`src/hw/sync_cal_params.svh`:
```
`ifndef SYNC_CAL_PARAMS_SVH
`define SYNC_CAL_PARAMS_SVH

// Bus geometry
`define ADDR_W            16
`define DATA_W            32
`define REG_W             8

// Register indices; byte address is four times the index
`define IDX_LOOP_MODE     14'h0A01
`define IDX_CAL_SYNC      14'h0A02
`define IDX_RESET_FUNC    14'h0A03
`define IDX_IRQ_CLR_SYS   14'h0A04
`define IDX_IRQ_CLR_SYNC  14'h0A05
`define IDX_STATUS        14'h0A10

// Loop mode fields
`define LM_USER_REF_LSB   0
`define LM_USER_REF_MSB   2
`define LM_SEL_MODE_LSB   3
`define LM_SEL_MODE_MSB   4
`define LM_FREERUN_BIT    5
`define LM_HOLDOVER_BIT   6
`define LM_WRITE_MASK     8'h7F
`define LM_RESET          8'h00

// Calibrate and sync fields
`define CS_CAL_BIT        0
`define CS_SYNC_BIT       1
`define CS_WRITE_MASK     8'h03
`define CS_RESET          8'h00

// Reset function strobe bits
`define RF_WATCHDOG_BIT   0
`define RF_ALL_IRQ_BIT    1
`define RF_HISTORY_BIT    2
`define RF_AUTO_SYNC_BIT  3
`define RF_ACCUM_BIT      4
`define RF_DECIM_BIT      5
`define RF_LOOP_FILT_BIT  6
`define RF_USED_MASK      8'h7F

// IRQ clearing layouts
`define IC_SYS_USED_MASK  8'h33
`define IC_SYNC_USED_MASK 8'h0F

// Status fields
`define ST_CAL_BUSY_BIT   0
`define ST_STALL_BIT      1
`define ST_OVERRIDE_BIT   2
`define ST_REF_LSB        4
`define ST_REF_MSB        6

// AXI responses
`define RESP_OKAY         2'h0
`define RESP_SLVERR       2'h2

`endif

```
`src/hw/sync_cal_pkg.sv`:
```
package sync_cal_pkg;

    // Input reference codes
    typedef enum logic [2:0] {
        REF_A  = 3'h0,
        REF_AA = 3'h1,
        REF_B  = 3'h2,
        REF_BB = 3'h3,
        REF_C  = 3'h4,
        REF_CC = 3'h5,
        REF_D  = 3'h6,
        REF_DD = 3'h7
    } ref_sel_t;

    // Reference switching mode
    typedef enum logic [1:0] {
        MODE_AUTO     = 2'h0,
        MODE_FALLBACK = 2'h1,
        MODE_HOLDOVER = 2'h2,
        MODE_MANUAL   = 2'h3
    } sel_mode_t;

    // Calibration sequencer
    typedef enum logic {
        CAL_IDLE,
        CAL_RUN
    } cal_state_t;

endpackage

```
`src/hw/strobe_reg.sv`:
```
`timescale 1ns/1ps
`include "sync_cal_params.svh"

// Self-clearing strobe register: a write of ones yields a single pulse
module strobe_reg #(
    parameter logic [`REG_W-1:0] USED = 8'hFF
) (
    // Clock and reset
    input  wire logic              aclk,
    input  wire logic              aresetn,
    // Write side
    input  wire logic              wr_en,
    input  wire logic [`REG_W-1:0] wr_data,
    input  wire logic              force_all,
    // Pulses
    output logic      [`REG_W-1:0] pulse_q
);

    logic [`REG_W-1:0] pulse_d;

    // Zero bits do nothing; unused bits never pulse
    assign pulse_d = force_all ? USED :
                     (wr_en ? (wr_data & USED) : 8'h00);

    // Register returns to zero one cycle after each pulse
    always_ff @(posedge aclk) begin
        if (!aresetn) begin
            pulse_q <= 8'h00;
        end else begin
            pulse_q <= pulse_d;
        end
    end

endmodule

```
`src/hw/sync_cal_reset_irq_clear_ctrl.sv`:
```
// Functional notes
// Three-bit reference code A..DD, resets to A
// User reference steers only in non-automatic modes
// Sync bit one holds distribution output stalled
// Sync event fires on sync bit falling
// Calibrate bit starts system clock PLL calibration
// System clock stalls until calibration completes
// Loop filter clear strobe clears loop filter
// Decimation filter clear strobe clears filter state
// Accumulator clear strobe zeroes phase accumulator
// Auto-sync reset strobe restarts sync logic
// History reset strobe reinitializes tuning-word history
// All-IRQ reset clears every monitor bit
// Watchdog reset strobe restarts watchdog timer
// Software kicks watchdog before timeout expires
// Reset function bits self-clear after one pulse
// IRQ clearing bit clears matching monitor bit
// IRQ clearing bits self-clear after taking effect
// First clearing register maps system clock events
// Second clearing register maps sync, watchdog, memory
// Writing zero to strobes has no effect
`timescale 1ns/1ps
`include "sync_cal_params.svh"

module sync_cal_reset_irq_clear_ctrl
    import sync_cal_pkg::*;
(
    // Clock and reset
    input  wire logic                aclk,
    input  wire logic                aresetn,
    // AXI4-Lite write address
    input  wire logic [`ADDR_W-1:0]  s_axi_awaddr,
    input  wire logic [2:0]          s_axi_awprot,
    input  wire logic                s_axi_awvalid,
    output logic                     s_axi_awready,
    // AXI4-Lite write data
    input  wire logic [`DATA_W-1:0]  s_axi_wdata,
    input  wire logic [3:0]          s_axi_wstrb,
    input  wire logic                s_axi_wvalid,
    output logic                     s_axi_wready,
    // AXI4-Lite write response
    output logic [1:0]               s_axi_bresp,
    output logic                     s_axi_bvalid,
    input  wire logic                s_axi_bready,
    // AXI4-Lite read address
    input  wire logic [`ADDR_W-1:0]  s_axi_araddr,
    input  wire logic [2:0]          s_axi_arprot,
    input  wire logic                s_axi_arvalid,
    output logic                     s_axi_arready,
    // AXI4-Lite read data
    output logic [`DATA_W-1:0]       s_axi_rdata,
    output logic [1:0]               s_axi_rresp,
    output logic                     s_axi_rvalid,
    input  wire logic                s_axi_rready,
    // Reference selection
    output logic [2:0]               user_ref,
    output logic                     user_ref_override,
    output logic [1:0]               user_sel_mode,
    output logic                     user_freerun,
    output logic                     user_holdover,
    // Distribution sync
    output logic                     dist_stall,
    output logic                     dist_sync_pulse,
    // System clock calibration
    input  wire logic                system_clock_input_pll_enabled,
    input  wire logic                system_clock_input_cal_done,
    output logic                     system_clock_input_cal_start,
    output logic                     system_clock_input_stall,
    // Internal block resets, one-cycle pulses
    output logic                     loop_filter_clear,
    output logic                     decimation_filter_clear,
    output logic                     phase_accum_clear,
    output logic                     auto_sync_reset,
    output logic                     history_reset,
    output logic                     watchdog_restart,
    // IRQ monitor clearing, one-cycle pulses
    output logic                     all_irq_reset,
    output logic [`REG_W-1:0]        irq_clear_system_clock,
    output logic [`REG_W-1:0]        irq_clear_sync_watchdog_nvm
);

    // Write channel state
    logic                 aw_hold_q;
    logic [`ADDR_W-1:0]   aw_addr_q;
    logic                 w_hold_q;
    logic [`DATA_W-1:0]   w_data_q;
    logic [3:0]           w_strb_q;
    logic                 bvalid_q;
    logic [1:0]           bresp_q;

    // Read channel state
    logic                 rvalid_q;
    logic [`DATA_W-1:0]   rdata_q;
    logic [1:0]           rresp_q;

    // Software registers
    logic [`REG_W-1:0]    loop_mode_q;
    logic [`REG_W-1:0]    cal_sync_q;
    logic                 sync_prev_q;
    logic                 cal_prev_q;
    cal_state_t           cal_state_q;
    cal_state_t           cal_state_d;

    // Strobe vectors
    logic [`REG_W-1:0]    reset_func_pulse;

    // Write channel handshake and decode
    // Each channel stalls once its beat is parked or a response waits
    assign s_axi_awready = !aw_hold_q && !bvalid_q;
    assign s_axi_wready  = !w_hold_q && !bvalid_q;
    wire aw_take = s_axi_awvalid && s_axi_awready;
    wire w_take  = s_axi_wvalid && s_axi_wready;
    wire aw_have = aw_hold_q || aw_take;
    wire w_have  = w_hold_q || w_take;
    wire wr_fire = aw_have && w_have && !bvalid_q;

    // Parked beats win over the live ones, so either order works
    wire [`ADDR_W-1:0] wr_addr  = aw_hold_q ? aw_addr_q : s_axi_awaddr;
    wire [`DATA_W-1:0] wr_data  = w_hold_q ? w_data_q : s_axi_wdata;
    wire [3:0]         wr_strb  = w_hold_q ? w_strb_q : s_axi_wstrb;
    wire [13:0]        wr_idx   = wr_addr[`ADDR_W-1:2];
    wire               wr_lane0 = wr_fire && wr_strb[0];
    wire [`REG_W-1:0]  wr_byte  = wr_data[`REG_W-1:0];

    // Register select; a missing lane-0 strobe leaves registers alone
    wire wr_loop_mode  = wr_lane0 && (wr_idx == `IDX_LOOP_MODE);
    wire wr_cal_sync   = wr_lane0 && (wr_idx == `IDX_CAL_SYNC);
    wire wr_reset_func = wr_lane0 && (wr_idx == `IDX_RESET_FUNC);
    wire wr_irq_sys    = wr_lane0 && (wr_idx == `IDX_IRQ_CLR_SYS);
    wire wr_irq_sync   = wr_lane0 && (wr_idx == `IDX_IRQ_CLR_SYNC);
    wire wr_hit = (wr_idx == `IDX_LOOP_MODE) || (wr_idx == `IDX_CAL_SYNC)
               || (wr_idx == `IDX_RESET_FUNC) || (wr_idx == `IDX_IRQ_CLR_SYS)
               || (wr_idx == `IDX_IRQ_CLR_SYNC) || (wr_idx == `IDX_STATUS);

    // Address beat parking
    always_ff @(posedge aclk) begin
        if (!aresetn) begin
            aw_hold_q <= 1'b0;
            aw_addr_q <= 16'h0000;
        end else if (wr_fire) begin
            aw_hold_q <= 1'b0;
        end else if (aw_take) begin
            aw_hold_q <= 1'b1;
            aw_addr_q <= s_axi_awaddr;
        end
    end

    // Data beat parking
    always_ff @(posedge aclk) begin
        if (!aresetn) begin
            w_hold_q <= 1'b0;
            w_data_q <= 32'h00000000;
            w_strb_q <= 4'h0;
        end else if (wr_fire) begin
            w_hold_q <= 1'b0;
        end else if (w_take) begin
            w_hold_q <= 1'b1;
            w_data_q <= s_axi_wdata;
            w_strb_q <= s_axi_wstrb;
        end
    end

    // Write response; unmapped words answer SLVERR
    always_ff @(posedge aclk) begin
        if (!aresetn) begin
            bvalid_q <= 1'b0;
            bresp_q  <= `RESP_OKAY;
        end else if (wr_fire) begin
            bvalid_q <= 1'b1;
            bresp_q  <= wr_hit ? `RESP_OKAY : `RESP_SLVERR;
        end else if (s_axi_bready) begin
            bvalid_q <= 1'b0;
        end
    end

    assign s_axi_bvalid = bvalid_q;
    assign s_axi_bresp  = bresp_q;

    // Stored control registers
    // Loop mode: reference code resets to A
    // reference field storage
    always_ff @(posedge aclk) begin
        if (!aresetn) begin
            loop_mode_q <= `LM_RESET;
        end else if (wr_loop_mode) begin
            loop_mode_q <= wr_byte & `LM_WRITE_MASK;
        end
    end

    // Calibrate and sync bits hold what software wrote
    always_ff @(posedge aclk) begin
        if (!aresetn) begin
            cal_sync_q <= `CS_RESET;
        end else if (wr_cal_sync) begin
            cal_sync_q <= wr_byte & `CS_WRITE_MASK;
        end
    end

    // Reference selection outputs
    assign user_sel_mode = loop_mode_q[`LM_SEL_MODE_MSB:`LM_SEL_MODE_LSB];
    assign user_ref      = loop_mode_q[`LM_USER_REF_MSB:`LM_USER_REF_LSB];
    assign user_freerun  = loop_mode_q[`LM_FREERUN_BIT];
    assign user_holdover = loop_mode_q[`LM_HOLDOVER_BIT];
    // ignored in automatic mode
    assign user_ref_override = (sel_mode_t'(user_sel_mode) != MODE_AUTO);

    // Distribution sync
    // stall while bit is one
    assign dist_stall = cal_sync_q[`CS_SYNC_BIT];

    // Sync edge detect; the event is the release, not the set
    // falling edge event
    always_ff @(posedge aclk) begin
        if (!aresetn) begin
            sync_prev_q <= 1'b0;
            dist_sync_pulse <= 1'b0;
        end else begin
            sync_prev_q     <= cal_sync_q[`CS_SYNC_BIT];
            dist_sync_pulse <= sync_prev_q && !cal_sync_q[`CS_SYNC_BIT];
        end
    end

    // System clock calibration
    // Only a fresh 0-to-1 of the bit starts a run; a disabled PLL
    // gets no calibration at all
    // start on bit set
    wire cal_rise = cal_sync_q[`CS_CAL_BIT] && !cal_prev_q
                 && system_clock_input_pll_enabled;

    // Run lasts until the PLL reports done, a few milliseconds
    // stall until done
    always_comb begin
        cal_state_d = cal_state_q;
        unique case (cal_state_q)
            CAL_IDLE: begin
                if (cal_rise) begin
                    cal_state_d = CAL_RUN;
                end
            end
            CAL_RUN: begin
                if (system_clock_input_cal_done) begin
                    cal_state_d = CAL_IDLE;
                end
            end
        endcase
    end

    // Calibration sequencer registers
    always_ff @(posedge aclk) begin
        if (!aresetn) begin
            cal_state_q <= CAL_IDLE;
            cal_prev_q  <= 1'b0;
            system_clock_input_cal_start <= 1'b0;
        end else begin
            cal_state_q      <= cal_state_d;
            cal_prev_q       <= cal_sync_q[`CS_CAL_BIT];
            system_clock_input_cal_start <= (cal_state_q == CAL_IDLE) && cal_rise;
        end
    end

    assign system_clock_input_stall     = (cal_state_q == CAL_RUN);

    // Self-clearing strobes
    // one pulse per write
    // zero bits ignored
    strobe_reg #(
        .USED      (`RF_USED_MASK)
    ) u_reset_func (
        .aclk      (aclk),
        .aresetn   (aresetn),
        .wr_en     (wr_reset_func),
        .wr_data   (wr_byte),
        .force_all (1'b0),
        .pulse_q   (reset_func_pulse)
    );

    // loop filter clear
    assign loop_filter_clear       = reset_func_pulse[`RF_LOOP_FILT_BIT];
    // decimation filter clear
    assign decimation_filter_clear = reset_func_pulse[`RF_DECIM_BIT];
    // accumulator clear
    assign phase_accum_clear       = reset_func_pulse[`RF_ACCUM_BIT];
    // auto-sync reset
    assign auto_sync_reset         = reset_func_pulse[`RF_AUTO_SYNC_BIT];
    // history reset
    assign history_reset           = reset_func_pulse[`RF_HISTORY_BIT];
    // watchdog restart pulse
    assign watchdog_restart        = reset_func_pulse[`RF_WATCHDOG_BIT];
    // clear all monitors
    assign all_irq_reset           = reset_func_pulse[`RF_ALL_IRQ_BIT];

    // IRQ clearing: all-IRQ reset acts as ones in every used bit; the
    // force is taken from the write itself so both pulses line up
    // clear matching monitor bit
    // self-clearing
    // system clock layout
    strobe_reg #(
        .USED      (`IC_SYS_USED_MASK)
    ) u_irq_sys (
        .aclk      (aclk),
        .aresetn   (aresetn),
        .wr_en     (wr_irq_sys),
        .wr_data   (wr_byte),
        .force_all (wr_reset_func && wr_byte[`RF_ALL_IRQ_BIT]),
        .pulse_q   (irq_clear_system_clock)
    );

    // sync, watchdog, memory layout
    // force all clearing bits
    strobe_reg #(
        .USED      (`IC_SYNC_USED_MASK)
    ) u_irq_sync (
        .aclk      (aclk),
        .aresetn   (aresetn),
        .wr_en     (wr_irq_sync),
        .wr_data   (wr_byte),
        .force_all (wr_reset_func && wr_byte[`RF_ALL_IRQ_BIT]),
        .pulse_q   (irq_clear_sync_watchdog_nvm)
    );

    // Read channel
    wire [13:0] rd_idx  = s_axi_araddr[`ADDR_W-1:2];
    assign s_axi_arready = !rvalid_q;
    wire        rd_take = s_axi_arvalid && s_axi_arready;

    // Live status: calibration and distribution stall, override flag and user reference code
    wire [`REG_W-1:0] status_byte = {1'b0, user_ref, 1'b0,
                                     user_ref_override, dist_stall,
                                     system_clock_input_stall};

    // Strobe registers read zero since they never hold a value
    wire [`REG_W-1:0] rd_byte =
        (rd_idx == `IDX_LOOP_MODE) ? loop_mode_q :
        (rd_idx == `IDX_CAL_SYNC)  ? cal_sync_q  :
        (rd_idx == `IDX_STATUS)    ? status_byte :
        8'h00;
    wire rd_hit = (rd_idx == `IDX_LOOP_MODE) || (rd_idx == `IDX_CAL_SYNC)
               || (rd_idx == `IDX_RESET_FUNC) || (rd_idx == `IDX_IRQ_CLR_SYS)
               || (rd_idx == `IDX_IRQ_CLR_SYNC) || (rd_idx == `IDX_STATUS);

    // Read answer one cycle after the address is taken
    always_ff @(posedge aclk) begin
        if (!aresetn) begin
            rvalid_q <= 1'b0;
            rdata_q  <= 32'h00000000;
            rresp_q  <= `RESP_OKAY;
        end else if (rd_take) begin
            rvalid_q <= 1'b1;
            rdata_q  <= {24'h000000, rd_byte};
            rresp_q  <= rd_hit ? `RESP_OKAY : `RESP_SLVERR;
        end else if (s_axi_rready) begin
            rvalid_q <= 1'b0;
        end
    end

    assign s_axi_rvalid = rvalid_q;
    assign s_axi_rdata  = rdata_q;
    assign s_axi_rresp  = rresp_q;

endmodule

```
`config.mk`:
```
export PLATFORM = sky130hd
export DESIGN_NAME = sync_cal_reset_irq_clear_ctrl
export DESIGN_NICKNAME = d
export VERILOG_FILES = /design/src/hw/sync_cal_pkg.sv /design/src/hw/strobe_reg.sv /design/src/hw/sync_cal_reset_irq_clear_ctrl.sv
export VERILOG_INCLUDE_DIRS = /design/src /design/src/hw
export SDC_FILE = /design/constraint.sdc
export NUM_CORES = 1
export LEC_CHECK = 0
export ABC_AREA = 1
export BUFFER_PORTS_ARGS = -buffer_cell sky130_fd_sc_hd__clkbuf_2
export CAP_MARGIN = 20
export CORE_ASPECT_RATIO = 1.25
export CORE_MARGIN = 2
export CORE_UTILIZATION = 46
export DETAILED_ROUTE_END_ITERATION = 10
export GPL_TIMING_DRIVEN = 0
export PLACE_DENSITY = 0.8
export SLEW_MARGIN = 0
export SYNTH_ARGS = -nofsm -noshare
export SYNTH_HDL_FRONTEND = slang
export SYNTH_SLANG_ARGS = --single-unit
```
`constraint.sdc`:
```
create_clock -name aclk -period 2.05 [get_ports aclk]
set_clock_uncertainty 0.05 [all_clocks]
set_input_delay 0.1025 -clock aclk [delete_from_list [all_inputs] [get_ports aclk]]
set_output_delay 0.1025 -clock aclk [all_outputs]
set_load 0.005 [all_outputs]
```
; Yosys cells after proc, flatten, opt, wreduce, memory -nomap -nowiden
; Index checks and enable logic that the tools add are counted.
[word_totals]
ff_bits = 77
[op_classes]
n_eq_ne = 12
muxes = 19
bitwise = 3
n_reduce_logical = 44
[ops]
columns = cell, count
row1 = $eq A14 B12 Y1 const B, 12
row2 = $mux W7, 4
row3 = $logic_and A1 B1 Y1, 18
row4 = $mux W16, 1
row5 = $logic_or A1 B1 Y1, 12
row6 = $mux W6, 2
row7 = $mux W4, 2
row8 = $mux W1, 7
row9 = $logic_not A1 Y1, 6
row10 = $reduce_and A2 Y1, 3
row11 = $reduce_bool A2 Y1, 3
row12 = $mux W2, 2
row13 = $reduce_or A2 Y1, 2
row14 = $not A1 Y1, 3
row15 = $pmux W1 S2, 1

; Depth between registers and ports, before layout
; Gate-level depths: netlist of run 1.
[logic_depth]
depth_word = 10
ltp_mapped = 12
ltp_nobuf = 11

; Cells and area by module
; From an unflattened synthesis of run 1, not the netlist that was laid out.
[hier_totals]
hier_cells = 503
area_unflattened_um2 = 3412.0
[modules_own_cells]
columns = mod, instances, cells_per_inst, area_each_um2, seq_area_each_um2
row1 = sync_cal_reset_irq_clear_ctrl, 1, 440, 2879.0, 1001.0
row2 = strobe_reg (u_irq_sync ...), 2, 19, 156.4, 80.1
row3 = strobe_reg (u_reset_func), 1, 25, 220.2, 140.1

; Worst setup path before layout of run 1
; Ideal clock, no wire load.
[synth_timing]
kind = reg2reg
start = register aw_hold_q
end = register loop_mode_q[3]
arrival_ns = 1.317
slack_ns = 0.570
stages_incl_launch_ff = 12
n_path_buf = 2
period_less_slack_ns = 1.480
cell_sequence = dfxtp_1 > buf_6 > nand2_1 > nand2_2 > nand2_2 > nor2_4 > nand3_4 > nor2_4 > buf_6 > nand2_1 > nand2_1 > nor2_1
[synth_between]
elab_chain_cells = 8
[synth_rtl]
columns = item, line_no
row1 = from (decl), sync_cal_reset_irq_clear_ctrl.sv:83  ; logic aw_hold_q;
row2 = from (signal assigned), sync_cal_reset_irq_clear_ctrl.sv:138  ; aw_hold_q <= 1'b0;
row3 = from (signal assigned), sync_cal_reset_irq_clear_ctrl.sv:141  ; aw_hold_q <= 1'b0;
row4 = from (signal assigned), sync_cal_reset_irq_clear_ctrl.sv:143  ; aw_hold_q <= 1'b1;
row5 = $logic_not A1 Y1, sync_cal_reset_irq_clear_ctrl.sv:109  ; assign s_axi_awready = !aw_hold_q && !bvalid_q;
row6 = $logic_and A1 B1 Y1, sync_cal_reset_irq_clear_ctrl.sv:109
row7 = $logic_and A1 B1 Y1, sync_cal_reset_irq_clear_ctrl.sv:111  ; wire aw_take = s_axi_awvalid && s_axi_awready;
row8 = $logic_or A1 B1 Y1, sync_cal_reset_irq_clear_ctrl.sv:113  ; wire aw_have = aw_hold_q || aw_take;
row9 = $logic_and A1 B1 Y1 (2 in series), sync_cal_reset_irq_clear_ctrl.sv:115  ; wire wr_fire = aw_have && w_have && !bvalid_q;
row10 = $logic_and A1 B1 Y1, sync_cal_reset_irq_clear_ctrl.sv:122  ; wire wr_lane0 = wr_fire && wr_strb[0];
row11 = $logic_and A1 B1 Y1 (*), sync_cal_reset_irq_clear_ctrl.sv:126  ; wire wr_loop_mode = wr_lane0 && (wr_idx == `IDX_LOOP_MODE);
row12 = to (signal assigned), sync_cal_reset_irq_clear_ctrl.sv:184  ; loop_mode_q <= `LM_RESET;
row13 = to (signal assigned), sync_cal_reset_irq_clear_ctrl.sv:186  ; loop_mode_q <= wr_byte & `LM_WRITE_MASK;
row14 = to (decl), sync_cal_reset_irq_clear_ctrl.sv:97  ; logic [`REG_W-1:0] loop_mode_q;
; Mark *: on every way between the ends. The rest lies on a longest branch, timed or not.
; A chain may end at the register's enable or synchronous reset.

; Final worst setup path of run 1
[layout_timing]
start = register bvalid_q (netlist: s_axi_bvalid)
end = register aw_addr_q[14]
[layout_between]
elab_chain_cells = 8
[layout_rtl]
columns = item, line_no
row1 = from (decl), sync_cal_reset_irq_clear_ctrl.sv:88  ; logic bvalid_q;
row2 = from (signal assigned), sync_cal_reset_irq_clear_ctrl.sv:166  ; bvalid_q <= 1'b0;
row3 = from (signal assigned), sync_cal_reset_irq_clear_ctrl.sv:169  ; bvalid_q <= 1'b1;
row4 = from (signal assigned), sync_cal_reset_irq_clear_ctrl.sv:172  ; bvalid_q <= 1'b0;
row5 = $logic_not A1 Y1 (*), "sync_cal_reset_irq_clear_ctrl.sv:109, sync_cal_reset_irq_clear_ctrl.sv:110, sync_cal_reset_irq_clear_ctrl.sv:115"
row6 = $logic_and A1 B1 Y1 (on tied branches), "sync_cal_reset_irq_clear_ctrl.sv:109, sync_cal_reset_irq_clear_ctrl.sv:110"
row7 = $logic_and A1 B1 Y1 (on tied branches), "sync_cal_reset_irq_clear_ctrl.sv:111, sync_cal_reset_irq_clear_ctrl.sv:112"
row8 = $logic_or A1 B1 Y1 (on tied branches), "sync_cal_reset_irq_clear_ctrl.sv:113, sync_cal_reset_irq_clear_ctrl.sv:114"
row9 = $logic_and A1 B1 Y1 (2 in series), sync_cal_reset_irq_clear_ctrl.sv:115
row10 = $not A1 Y1 (no source line), --
row11 = $reduce_and A2 Y1 (no source line) (*), --
row12 = to (signal assigned), sync_cal_reset_irq_clear_ctrl.sv:144  ; aw_addr_q <= s_axi_awaddr;
row13 = to (decl), sync_cal_reset_irq_clear_ctrl.sv:84  ; logic [`ADDR_W-1:0] aw_addr_q;
; Marks and branches as above.

==> impl_metrics.env, run 1 <==
export IMPL_syn2layout_area_growth_pct=33.6
export IMPL_synth_seq_area_share=0.386
export IMPL_grt_pass1_vias=3080
export IMPL_globalRouteOverflowTotal=0
export IMPL_switching_share=0.300
export IMPL_seq_power_share=0.438
export IMPL_power_leakage_nw=2.33
export IMPL_period_needed_ps=1850
export IMPL_dieArea_um2=7910
export IMPL_cp_arrival_ps=2060
export IMPL_gp_congestion=0.833
export IMPL_p_total_mw=3.16
export IMPL_hpwlAfterDp_um=5980
export IMPL_cap_violations=0
export IMPL_clkPwrFrac=0.333
export IMPL_clock_sinks=64
export IMPL_clockBufferDepth=2
export IMPL_die_w_um=79.9
export IMPL_cts_buffers=9
export IMPL_place_area_um2=3980
export IMPL_cts_tree="yes"
export IMPL_start_util=0.475
export IMPL_layout_drive_gt1_share=0.269
export IMPL_rsz0062_at_grt="no"
export IMPL_combinationalPowerShare=0.229
export IMPL_routed_wl_um=7890
export IMPL_ys_ff_latch=64
export IMPL_p_int_mw=2.21
export IMPL_fin_crit_sh=0.900
export IMPL_synth_top_cells_by_area="dfxtp_1, nand2_1, nor2_1"
export IMPL_grt_total_usage=0.205
export IMPL_port_buffers=85
export IMPL_root_buffer="clkbuf_8"
export IMPL_grt_pass1_wl_um=12800
export IMPL_route_detailed_drc=0
export IMPL_path_max_fanout=10
export IMPL_status="finished, final reports clean"
export IMPL_rows=34
export IMPL_core_um2=6980
export IMPL_tns_ps=0
export IMPL_tightestPinTransition_ps=562
export IMPL_ios=159
export IMPL_finalSetupViolations=0
export IMPL_fin_area_um2=4430
export IMPL_fin_nets=710
export IMPL_yosysTopAreaCell="dfxtp_1"
export IMPL_syn_inst=471
export IMPL_power_switching_mw=0.949
export IMPL_antenna_found_initial=0
export IMPL_num_vias=3276
export IMPL_antenna_left=0
export IMPL_maxSlewHeadroom=0.626
export IMPL_die_y_um=98.9
export IMPL_synth_edf_count=0
export IMPL_via_per_inst=4.54
export IMPL_seq_area_um2=1280
export IMPL_diodes=0
export IMPL_worst_setup_path_end_kind="register"
export IMPL_synth_cell_area_um2=3320
export IMPL_timing_hold_ws_ps=41.2
export IMPL_routedWlPerCell_um=10.9
export IMPL_yosys_warnings=0
export IMPL_drv_slew=0
export IMPL_post_cts_resized=0
export IMPL_multi_input_area_um2=1630
export IMPL_drt_iter0_drc=151
export IMPL_fillers=629
export IMPL_clkTransAtPathRegs_ps=70
export IMPL_synthTopCellsByCount="nand2_1, nor2_1, dfxtp_1, inv_1, buf_4"
export IMPL_hold_violations=0
export IMPL_synth_avg_cell_area_um2=7.04
export IMPL_synth_main_ff_cell="dfxtp_1"
export IMPL_fmax_ghz=0.542
export IMPL_start_kind="register"
export IMPL_async_flop_share=0
export IMPL_clock_latency_ps=340
export IMPL_power_per_cell_area_nw_per_um2=713
export IMPL_yosys_area_top_type_share=0.386
export IMPL_required_ps=2260
export IMPL_yosys_cell_types_count=34
export IMPL_drt_pass1_iter_count=4
export IMPL_ir_drop_mv=0.403
export IMPL_holdCritPathClass="in2reg"
export IMPL_htree_levels=3
export IMPL_grt_max_degree=11
export IMPL_path_class="reg2reg"
## cells in the final DEF, fill, tap and decap left out, types with 2 or more instances in the layout
master / netlist / routed
buf_4: 35 / 35
nand3_1: 23 / 23
conb_1: 1 / 35
mux2i_1: 7 / 7
nand2_4: 6 / 6
dlygate4sd3_1: 0 / 26
dfxtp_1: 64 / 64
buf_6: 3 / 3
clkbuf_2: 0 / 85
nand4_1: 3 / 3
nor2_1: 95 / 95
inv_2: 4 / 4
a31o_2: 2 / 2
clkbuf_8: 0 / 10
nor2_8: 2 / 2
inv_1: 49 / 49
nor3_1: 2 / 2
nor2_4: 2 / 2
o21ai_0: 30 / 30
nand2_1: 95 / 95
a21oi_1: 14 / 14
o21ai_1: 2 / 2
nand2_2: 11 / 11
clkbuf_1: 8 / 10
## per-stage QoR
stage | util | setup slack (ps) | std cells
after floorplan | - | 570 | 505
after global placement | 0.571 | 333 | 680
after detailed placement | 0.571 | 295 | 680
after CTS | 0.635 | 284 | 721
after global routing | 0.635 | 44.2 | 721
final | 0.635 | 205 | 721
## power by group through the flow
stage / clock network [mW] / logic (mW) / registers (mW)
CTS: 1.08 / 0.718 / 1.38
global placement: 0 / 0.660 / 1.41
finish: 1.05 / 0.724 / 1.38
global route: 1.13 / 0.814 / 1.39
floorplan: 0 / 0.508 / 1.40
detailed placement: 0 / 0.679 / 1.41
## worst paths after layout
path / endpoint / from / cells after the start / slack [ps]
hold / removal: s_axi_rvalid$_SDFFE_PN0P_ / s_axi_rready / 3 / 40
setup / recovery: aw_addr_q[14]$_SDFFE_PN0P_ / s_axi_bvalid$_SDFFE_PN0P_ / 6 / 200
setup reg to reg: aw_addr_q[14]$_SDFFE_PN0P_ / s_axi_bvalid$_SDFFE_PN0P_ / 6 / 200
hold reg to reg: dist_sync_pulse$_SDFF_PN0_ / sync_prev_q$_SDFF_PN0_ / 2 / 370
## area by class of cell
class,instances,area share
Buffer,47,0.0749
Clock buffer,12,0.0328
Clock inverter,3,0.00960
Inverter,54,0.0458
Multi-Input combinational cell,340,0.368
Sequential cell,64,0.289
Tap cell,90,0.0254
Timing Repair Buffer,111,0.155
## kinds of logic (layout without fill, tap and decap cells)
kind of cell / count (synthesis) / in the layout / share of synthesized area
and+or+nand+nor: 246 / 246 / 0.347
AOI/OAI and AO/OA: 52 / 52 / 0.0834
buffers and inverters: 101 / 227 / 0.161
muxes: 7 / 7 / 0.0211
other: 1 / 35 / 0.00113
DFF: 64 / 64 / 0.386
## worst max-delay path: stages (launching register included)
cell and delay (ps):
dfxtp_1 380, nor2_1 190, nand2_1 100, nor2_1 390, clkbuf_1 360, o21ai_0 130, a21oi_1 160
## metal layers
metal / vias up / wire length [µm] / track usage
met4: 0 / 235 / 0.123
met2: 105 / 3980 / 0.371
met1: 1455 / 3200 / 0.211
met5: - / 0 / 0
li1: 1697 / - / -
met3: 19 / 477 / 0.0440
## what timing repair did
item	in CTS	in global routing
buffers inserted	0	0
hold buffers	26	0
hold endpoints to repair	25	0
## sequential cells by signal, indices dropped and copies added (netlist names), 2 cells and up
register,cells
aw_addr_q,14
loop_mode_q,7
s_axi_rdata,7
u_reset_func.pulse_q,7
w_data_q,7
u_irq_sync.pulse_q,4
u_irq_sys.pulse_q,4
cal_sync_q,2
Power figures use the tool's default switching activity.
==> run 2: changes to the inputs <==
--- a/config.mk
+++ b/config.mk
@@ -15,7 +15,7 @@
 export DETAILED_ROUTE_END_ITERATION = 10
 export GPL_TIMING_DRIVEN = 0
 export PLACE_DENSITY = 0.8
-export SLEW_MARGIN = 0
+export SLEW_MARGIN = 20
 export SYNTH_ARGS = -nofsm -noshare
 export SYNTH_HDL_FRONTEND = slang
 export SYNTH_SLANG_ARGS = --single-unit
==> constraint.sdc (replaced) <==
create_clock -name aclk -period 2.05 [get_ports aclk]
set_clock_uncertainty 0.05 [all_clocks]
set_input_delay 0.1025 -clock aclk [delete_from_list [all_inputs] [get_ports aclk]]
set_output_delay 0.1025 -clock aclk [all_outputs]
set_load 0.1 [all_outputs]
==> impl_metrics.env, run 2 (synthesized netlist as in run 1, its figures left out) <==
export IMPL_rrSetupSlack_ps=210
export IMPL_clockBufferDepth=2
export IMPL_period_needed_ps=1840
export IMPL_path_class="reg2reg"
export IMPL_antenna_left=0
export IMPL_layout_drive_gt1_share=0.281
export IMPL_pre_cts_slack_ps=258
export IMPL_routed_wl_um=7980
export IMPL_via_per_inst=4.55
export IMPL_clock_sinks=64
export IMPL_grt_pass1_vias=3086
export IMPL_start_kind="register"
export IMPL_cp_endpoint="cal_sync_q[1]$_SDFFE_PN0P_"
export IMPL_clock_latency_ps=340
export IMPL_grt_max_degree=12
export IMPL_cp_arrival_ps=2020
export IMPL_layout_common_cells="nor2_1, nand2_1, clkbuf_2, dfxtp_1, inv_1"
export IMPL_dieArea_um2=7910
export IMPL_gp_congestion=0.865
export IMPL_core_um2=6980
export IMPL_cts_buffers=9
export IMPL_route_detailed_drc=0
export IMPL_status="finished, final reports clean"
export IMPL_critical_path_cell_chain="inv_2 > buf_6 > nor3_4 > nand2_2 > nand2_4 > nand3_1 > nor2_1 > nand2_1 > nand2_1 > nor2_1"
export IMPL_cpMaxStageDelayCell="dfxtp_1"
export IMPL_ios=159
export IMPL_antenna_found_initial=0
export IMPL_ff2ff_path_depth=10
export IMPL_fmax_ghz=0.545
export IMPL_holdCritPathClass="in2reg"
export IMPL_die_y_um=98.9
export IMPL_hpwlAfterDp_um=6000
export IMPL_fillers=610
export IMPL_place_area_um2=4000
export IMPL_ir_drop_mv=0.693
export IMPL_die_w_um=79.9
export IMPL_globalRouteOverflowTotal=0
export IMPL_diodes=0
export IMPL_clkTransAtPathRegs_ps=70
export IMPL_maxSlewHeadroom=0.624
export IMPL_rows=34
export IMPL_cap_violations=0
export IMPL_fin_area_um2=4470
export IMPL_r2r_start="aw_hold_q$_SDFFE_PP0P_"
export IMPL_tns_ps=0
export IMPL_drt_pass1_iter_count=4
export IMPL_seq_area_um2=1290
export IMPL_regMostFlops="aw_addr_q"
export IMPL_largest_reg_flops=14
export IMPL_syn2layout_area_growth_pct=34.9
export IMPL_grt_pass1_wl_um=13100
export IMPL_fin_crit_sh=0.895
export IMPL_crit_start="aw_hold_q$_SDFFE_PP0P_"
export IMPL_finalSetupViolations=0
export IMPL_cts_tree="yes"
export IMPL_fin_cells=721
export IMPL_htree_levels=3
export IMPL_slowest_delay_ps=480
export IMPL_start_util=0.475
export IMPL_placed_cells=680
export IMPL_num_vias=3280
export IMPL_worst_setup_path_end_kind="register"
export IMPL_grt_total_usage=0.211
export IMPL_tightestPinTransition_ps=564
export IMPL_post_cts_buffers=0
export IMPL_path_max_fanout=10
export IMPL_fin_nets=709
export IMPL_power_leakage_nw=2.34
export IMPL_port_buffers=85
export IMPL_power_per_cell_area_nw_per_um2=848
export IMPL_root_buffer="clkbuf_8"
export IMPL_hold_violations=0
export IMPL_drv_slew=0
export IMPL_rsz0062_at_grt="no"
export IMPL_required_ps=2240
export IMPL_drt_iter0_drc=108
export IMPL_final_util=0.641
export IMPL_setup_ws_ps=214
export IMPL_routedWlPerCell_um=11.1
export IMPL_multi_input_area_um2=1640
export IMPL_r2r_end="cal_sync_q[1]$_SDFFE_PN0P_"
[run 2: cell types whose count changed in the layout (fill, tap and decap cells not counted), sizes merged]
cell and change:
bufinv +1, clkinvlp +2, inv -1, clkbuf -1
dlygate4sd3 -1
[run 2: through the flow]
stage / hold slack (ps) / total power [mW]
global placement: 260 / 2.55
detailed placement: 267 / 2.57
finish: 24.4 / 3.80
global route: 21.4 / 3.97
CTS: 12.4 / 3.81
floorplan: 166 / 2.39
[run 2: layer usage]
metal,vias up,track usage,part of all wire
li1,1701,-,-
met5,-,0,0
met1,1441,0.222,0.41
met4,0,0.0952,0.023
met2,120,0.380,0.50
met3,18,0.0604,0.071
[run 2: how the worst min path moves through the flow]
stage	cells past startpoint	endpoint	slack, ps	startpoint
5_1_grt	3	s_axi_rvalid$_SDFFE_PN0P_	20	s_axi_rready
3_3_place_gp	2	system_clock_input_stall$_SDFF_PN0_	260	system_clock_input_cal_done
3_5_place_dp	2	system_clock_input_stall$_SDFF_PN0_	270	system_clock_input_cal_done
6_report	3	s_axi_rvalid$_SDFFE_PN0P_	20	s_axi_rready
4_1_cts	3	s_axi_rvalid$_SDFFE_PN0P_	10	s_axi_rready
2_1_floorplan	1	system_clock_input_stall$_SDFF_PN0_	170	system_clock_input_cal_done
[run 2: area by class of cell]
| cell class | count | share of cell area |
|---|---|---|
| buffer | 47 | 0.0741 |
| clock buffer | 11 | 0.0316 |
| clock inverter | 5 | 0.0179 |
| inverter | 54 | 0.0461 |
| multi-input combinational | 340 | 0.366 |
| sequential | 64 | 0.288 |
| tap | 90 | 0.0252 |
| timing repair buffer | 110 | 0.151 |
[run 2: power by group]
group	total [mW]	switching [mW]	internal, mW
clock network	1.21	0.490	0.716
registers	1.39	0.0600	1.33
logic	1.20	0.901	0.300
[run 2: critical path, delay by kind of cell (launching register included)]
family | cells | cell delay [ps]
simple gates | 8 | 950
flops | 1 | 480
buf+inv | 2 | 240
[run 2: what timing repair did]
action,in CTS,in global routing
endpoints found under the setup margin,0,0
hold endpoints to repair,24,0
hold buffers,25,0
resized for setup,0,0
==> run 3: changes to the inputs <==
--- a/config.mk
+++ b/config.mk
@@ -15,6 +15,7 @@
 export DETAILED_ROUTE_END_ITERATION = 10
 export GPL_TIMING_DRIVEN = 0
 export PLACE_DENSITY = 0.8
+export SETUP_SLACK_MARGIN = 0.5
 export SLEW_MARGIN = 20
 export SYNTH_ARGS = -nofsm -noshare
 export SYNTH_HDL_FRONTEND = slang
==> impl_metrics.env, run 3 (synthesized netlist as in run 1, its figures left out) <==
export IMPL_tns_ps=0
export IMPL_rows=34
export IMPL_via_per_inst=4.59
export IMPL_largest_reg_flops=14
export IMPL_rrSetupSlack_ps=400
export IMPL_switching_share=0.379
export IMPL_critical_path_cell_chain="inv_4 > buf_6 > nand2_2 > nand2_4 > inv_4 > nor2_8 > nand3_4 > nor2_4 > buf_6 > nand2_1 > nand2_1 > nor2_1"
export IMPL_fin_crit_sh=0.807
export IMPL_num_vias=3339
export IMPL_place_area_um2=4040
export IMPL_clock_sinks=64
export IMPL_pre_cts_slack_ps=309
export IMPL_holdCritPathClass="in2reg"
export IMPL_die_y_um=98.9
export IMPL_layout_common_cells="nor2_1, clkbuf_2, nand2_1, dfxtp_1, inv_1"
export IMPL_cp_arrival_ps=1840
export IMPL_seq_power_share=0.355
export IMPL_clkTransAtPathRegs_ps=70
export IMPL_required_ps=2240
export IMPL_tightestPinTransition_ps=556
export IMPL_grt_max_degree=11
export IMPL_globalRouteOverflowTotal=0
export IMPL_cts_buffers=9
export IMPL_period_needed_ps=1650
export IMPL_routed_wl_um=8660
export IMPL_port_buffers=85
export IMPL_rsz0062_at_grt="yes"
export IMPL_hold_violations=0
export IMPL_layout_drive_gt1_share=0.345
export IMPL_clkPwrFrac=0.309
export IMPL_antenna_left=0
export IMPL_grt_total_usage=0.218
export IMPL_power_per_cell_area_nw_per_um2=834
export IMPL_cts_tree="yes"
export IMPL_power_switching_mw=1.49
export IMPL_ir_drop_mv=0.591
export IMPL_ios=159
export IMPL_p_total_mw=3.94
export IMPL_drt_iter0_drc=145
export IMPL_antenna_found_initial=0
export IMPL_maxSlewHeadroom=0.629
export IMPL_drv_slew=0
export IMPL_grt_pass1_wl_um=13600
export IMPL_path_max_fanout=5
export IMPL_hpwlAfterDp_um=5990
export IMPL_clockBufferDepth=2
export IMPL_finalSetupViolations=0
export IMPL_fmax_ghz=0.605
export IMPL_ff2ff_path_depth=12
export IMPL_routedWlPerCell_um=11.9
export IMPL_multi_input_area_um2=1770
export IMPL_final_common_cell="nor2_1"
export IMPL_regMostFlops="aw_addr_q"
export IMPL_fin_area_um2=4720
export IMPL_r2r_end="loop_mode_q[6]$_SDFFE_PN0P_"
export IMPL_fin_nets=717
export IMPL_critPathTopFamily="simple AND/OR/NAND/NOR gates"
export IMPL_worst_setup_path_end_kind="register"
export IMPL_dieArea_um2=7910
export IMPL_gp_congestion=0.831
export IMPL_clock_latency_ps=340
export IMPL_fillers=583
export IMPL_drt_pass1_iter_count=4
export IMPL_hold_start="s_axi_wdata[1]"
export IMPL_path_class="reg2reg"
export IMPL_min_to="w_data_q[1]$_SDFFE_PN0P_"
export IMPL_r2r_start="aw_hold_q$_SDFFE_PP0P_"
export IMPL_path_buf_inv=4
export IMPL_start_util=0.475
export IMPL_cpMaxStageDelayCell="dfxtp_4"
export IMPL_grt_pass1_vias=3208
export IMPL_status="finished, final reports clean"
export IMPL_p_int_mw=2.45
export IMPL_diodes=0
export IMPL_seq_area_um2=1290
export IMPL_power_leakage_nw=2.46
export IMPL_start_kind="register"
export IMPL_combinationalPowerShare=0.337
export IMPL_htree_levels=3
export IMPL_route_detailed_drc=0
export IMPL_hold_path_depth=3
export IMPL_slowest_delay_ps=390
export IMPL_core_um2=6980
export IMPL_die_w_um=79.9
export IMPL_root_buffer="clkbuf_8"
export IMPL_cap_violations=0
export IMPL_syn2layout_area_growth_pct=42.4
export IMPL_setup_ws_ps=396
-- run 3: changes by cell type in the layout (fill, tap and decap cells not counted), sizes merged --
cell / change
clkbuf: +2
dlygate4sd3: -3
clkinvlp: -2
buf: +10
-- run 3: tightest hold or removal path: stages --
cell and delay [ps]:
clkbuf_2 100, o21ai_0 80, nor2_1 80
-- run 3: stage by stage --
step | hold slack, ps | instances | utilization
4_1_cts | 1.40 | 722 | 0.656
2_1_floorplan | 166 | 505 | -
6_report | 3.53 | 728 | 0.677
3_3_place_gp | 258 | 680 | 0.580
5_1_grt | 8.28 | 728 | 0.677
3_5_place_dp | 261 | 680 | 0.580
-- run 3: area by class of cell --
class                      count  share of cell area
timing repair buffer         118               0.161
sequential                    64               0.274
inverter                      54              0.0453
multi-input combinational    340               0.374
buffer                        47              0.0747
clock inverter                 3              0.0138
tap                           90              0.0238
clock buffer                  12              0.0329
-- run 3: worst max path at each step --
| stage | start | endpoint | slack (ps) | cells past startpoint |
|---|---|---|---|---|
| after floorplan | s_axi_bvalid$_SDFFE_PN0P_ | loop_mode_q[3]$_SDFFE_PN0P_ | 50 | 11 |
| after global placement | aw_hold_q$_SDFFE_PP0P_ | cal_sync_q[0]$_SDFFE_PN0P_ | 310 | 10 |
| after detailed placement | aw_hold_q$_SDFFE_PP0P_ | cal_sync_q[0]$_SDFFE_PN0P_ | 310 | 10 |
| after CTS | aw_hold_q$_SDFFE_PP0P_ | loop_mode_q[0]$_SDFFE_PN0P_ | 480 | 11 |
| after global routing | aw_hold_q$_SDFFE_PP0P_ | s_axi_bresp[1]$_SDFFE_PN0P_ | 280 | 11 |
| final | aw_hold_q$_SDFFE_PP0P_ | loop_mode_q[6]$_SDFFE_PN0P_ | 400 | 12 |
-- run 3: repair_timing --
item | 4_1_cts | 5_1_grt
resized for setup | 20 | 24
cloned | 2 | 1
endpoints found under the setup margin | 37 | 31
endpoints found under the hold margin | 22 | 0
hold buffers | 22 | 0
buffers inserted | 3 | 5
pin swaps | 3 | 19
-- run 3: per-layer routing --
layer / share of wire / vias up / routed length (µm) / GRT usage
met5: 0 / - / 0 / 0
met4: 0.024 / 0 / 208 / 0.0847
met3: 0.053 / 23 / 461 / 0.0513
met2: 0.55 / 108 / 4750 / 0.421
met1: 0.37 / 1486 / 3240 / 0.218
li1: - / 1722 / - / -
-- run 3: power by group through the flow --
stage	Clock [mW]	Sequential [mW]	Combinational, mW
floorplan	0	1.52	0.879
global placement	0	1.41	1.15
detailed placement	0	1.41	1.17
CTS	1.22	1.39	1.25
global route	1.27	1.40	1.42
finish	1.22	1.40	1.33
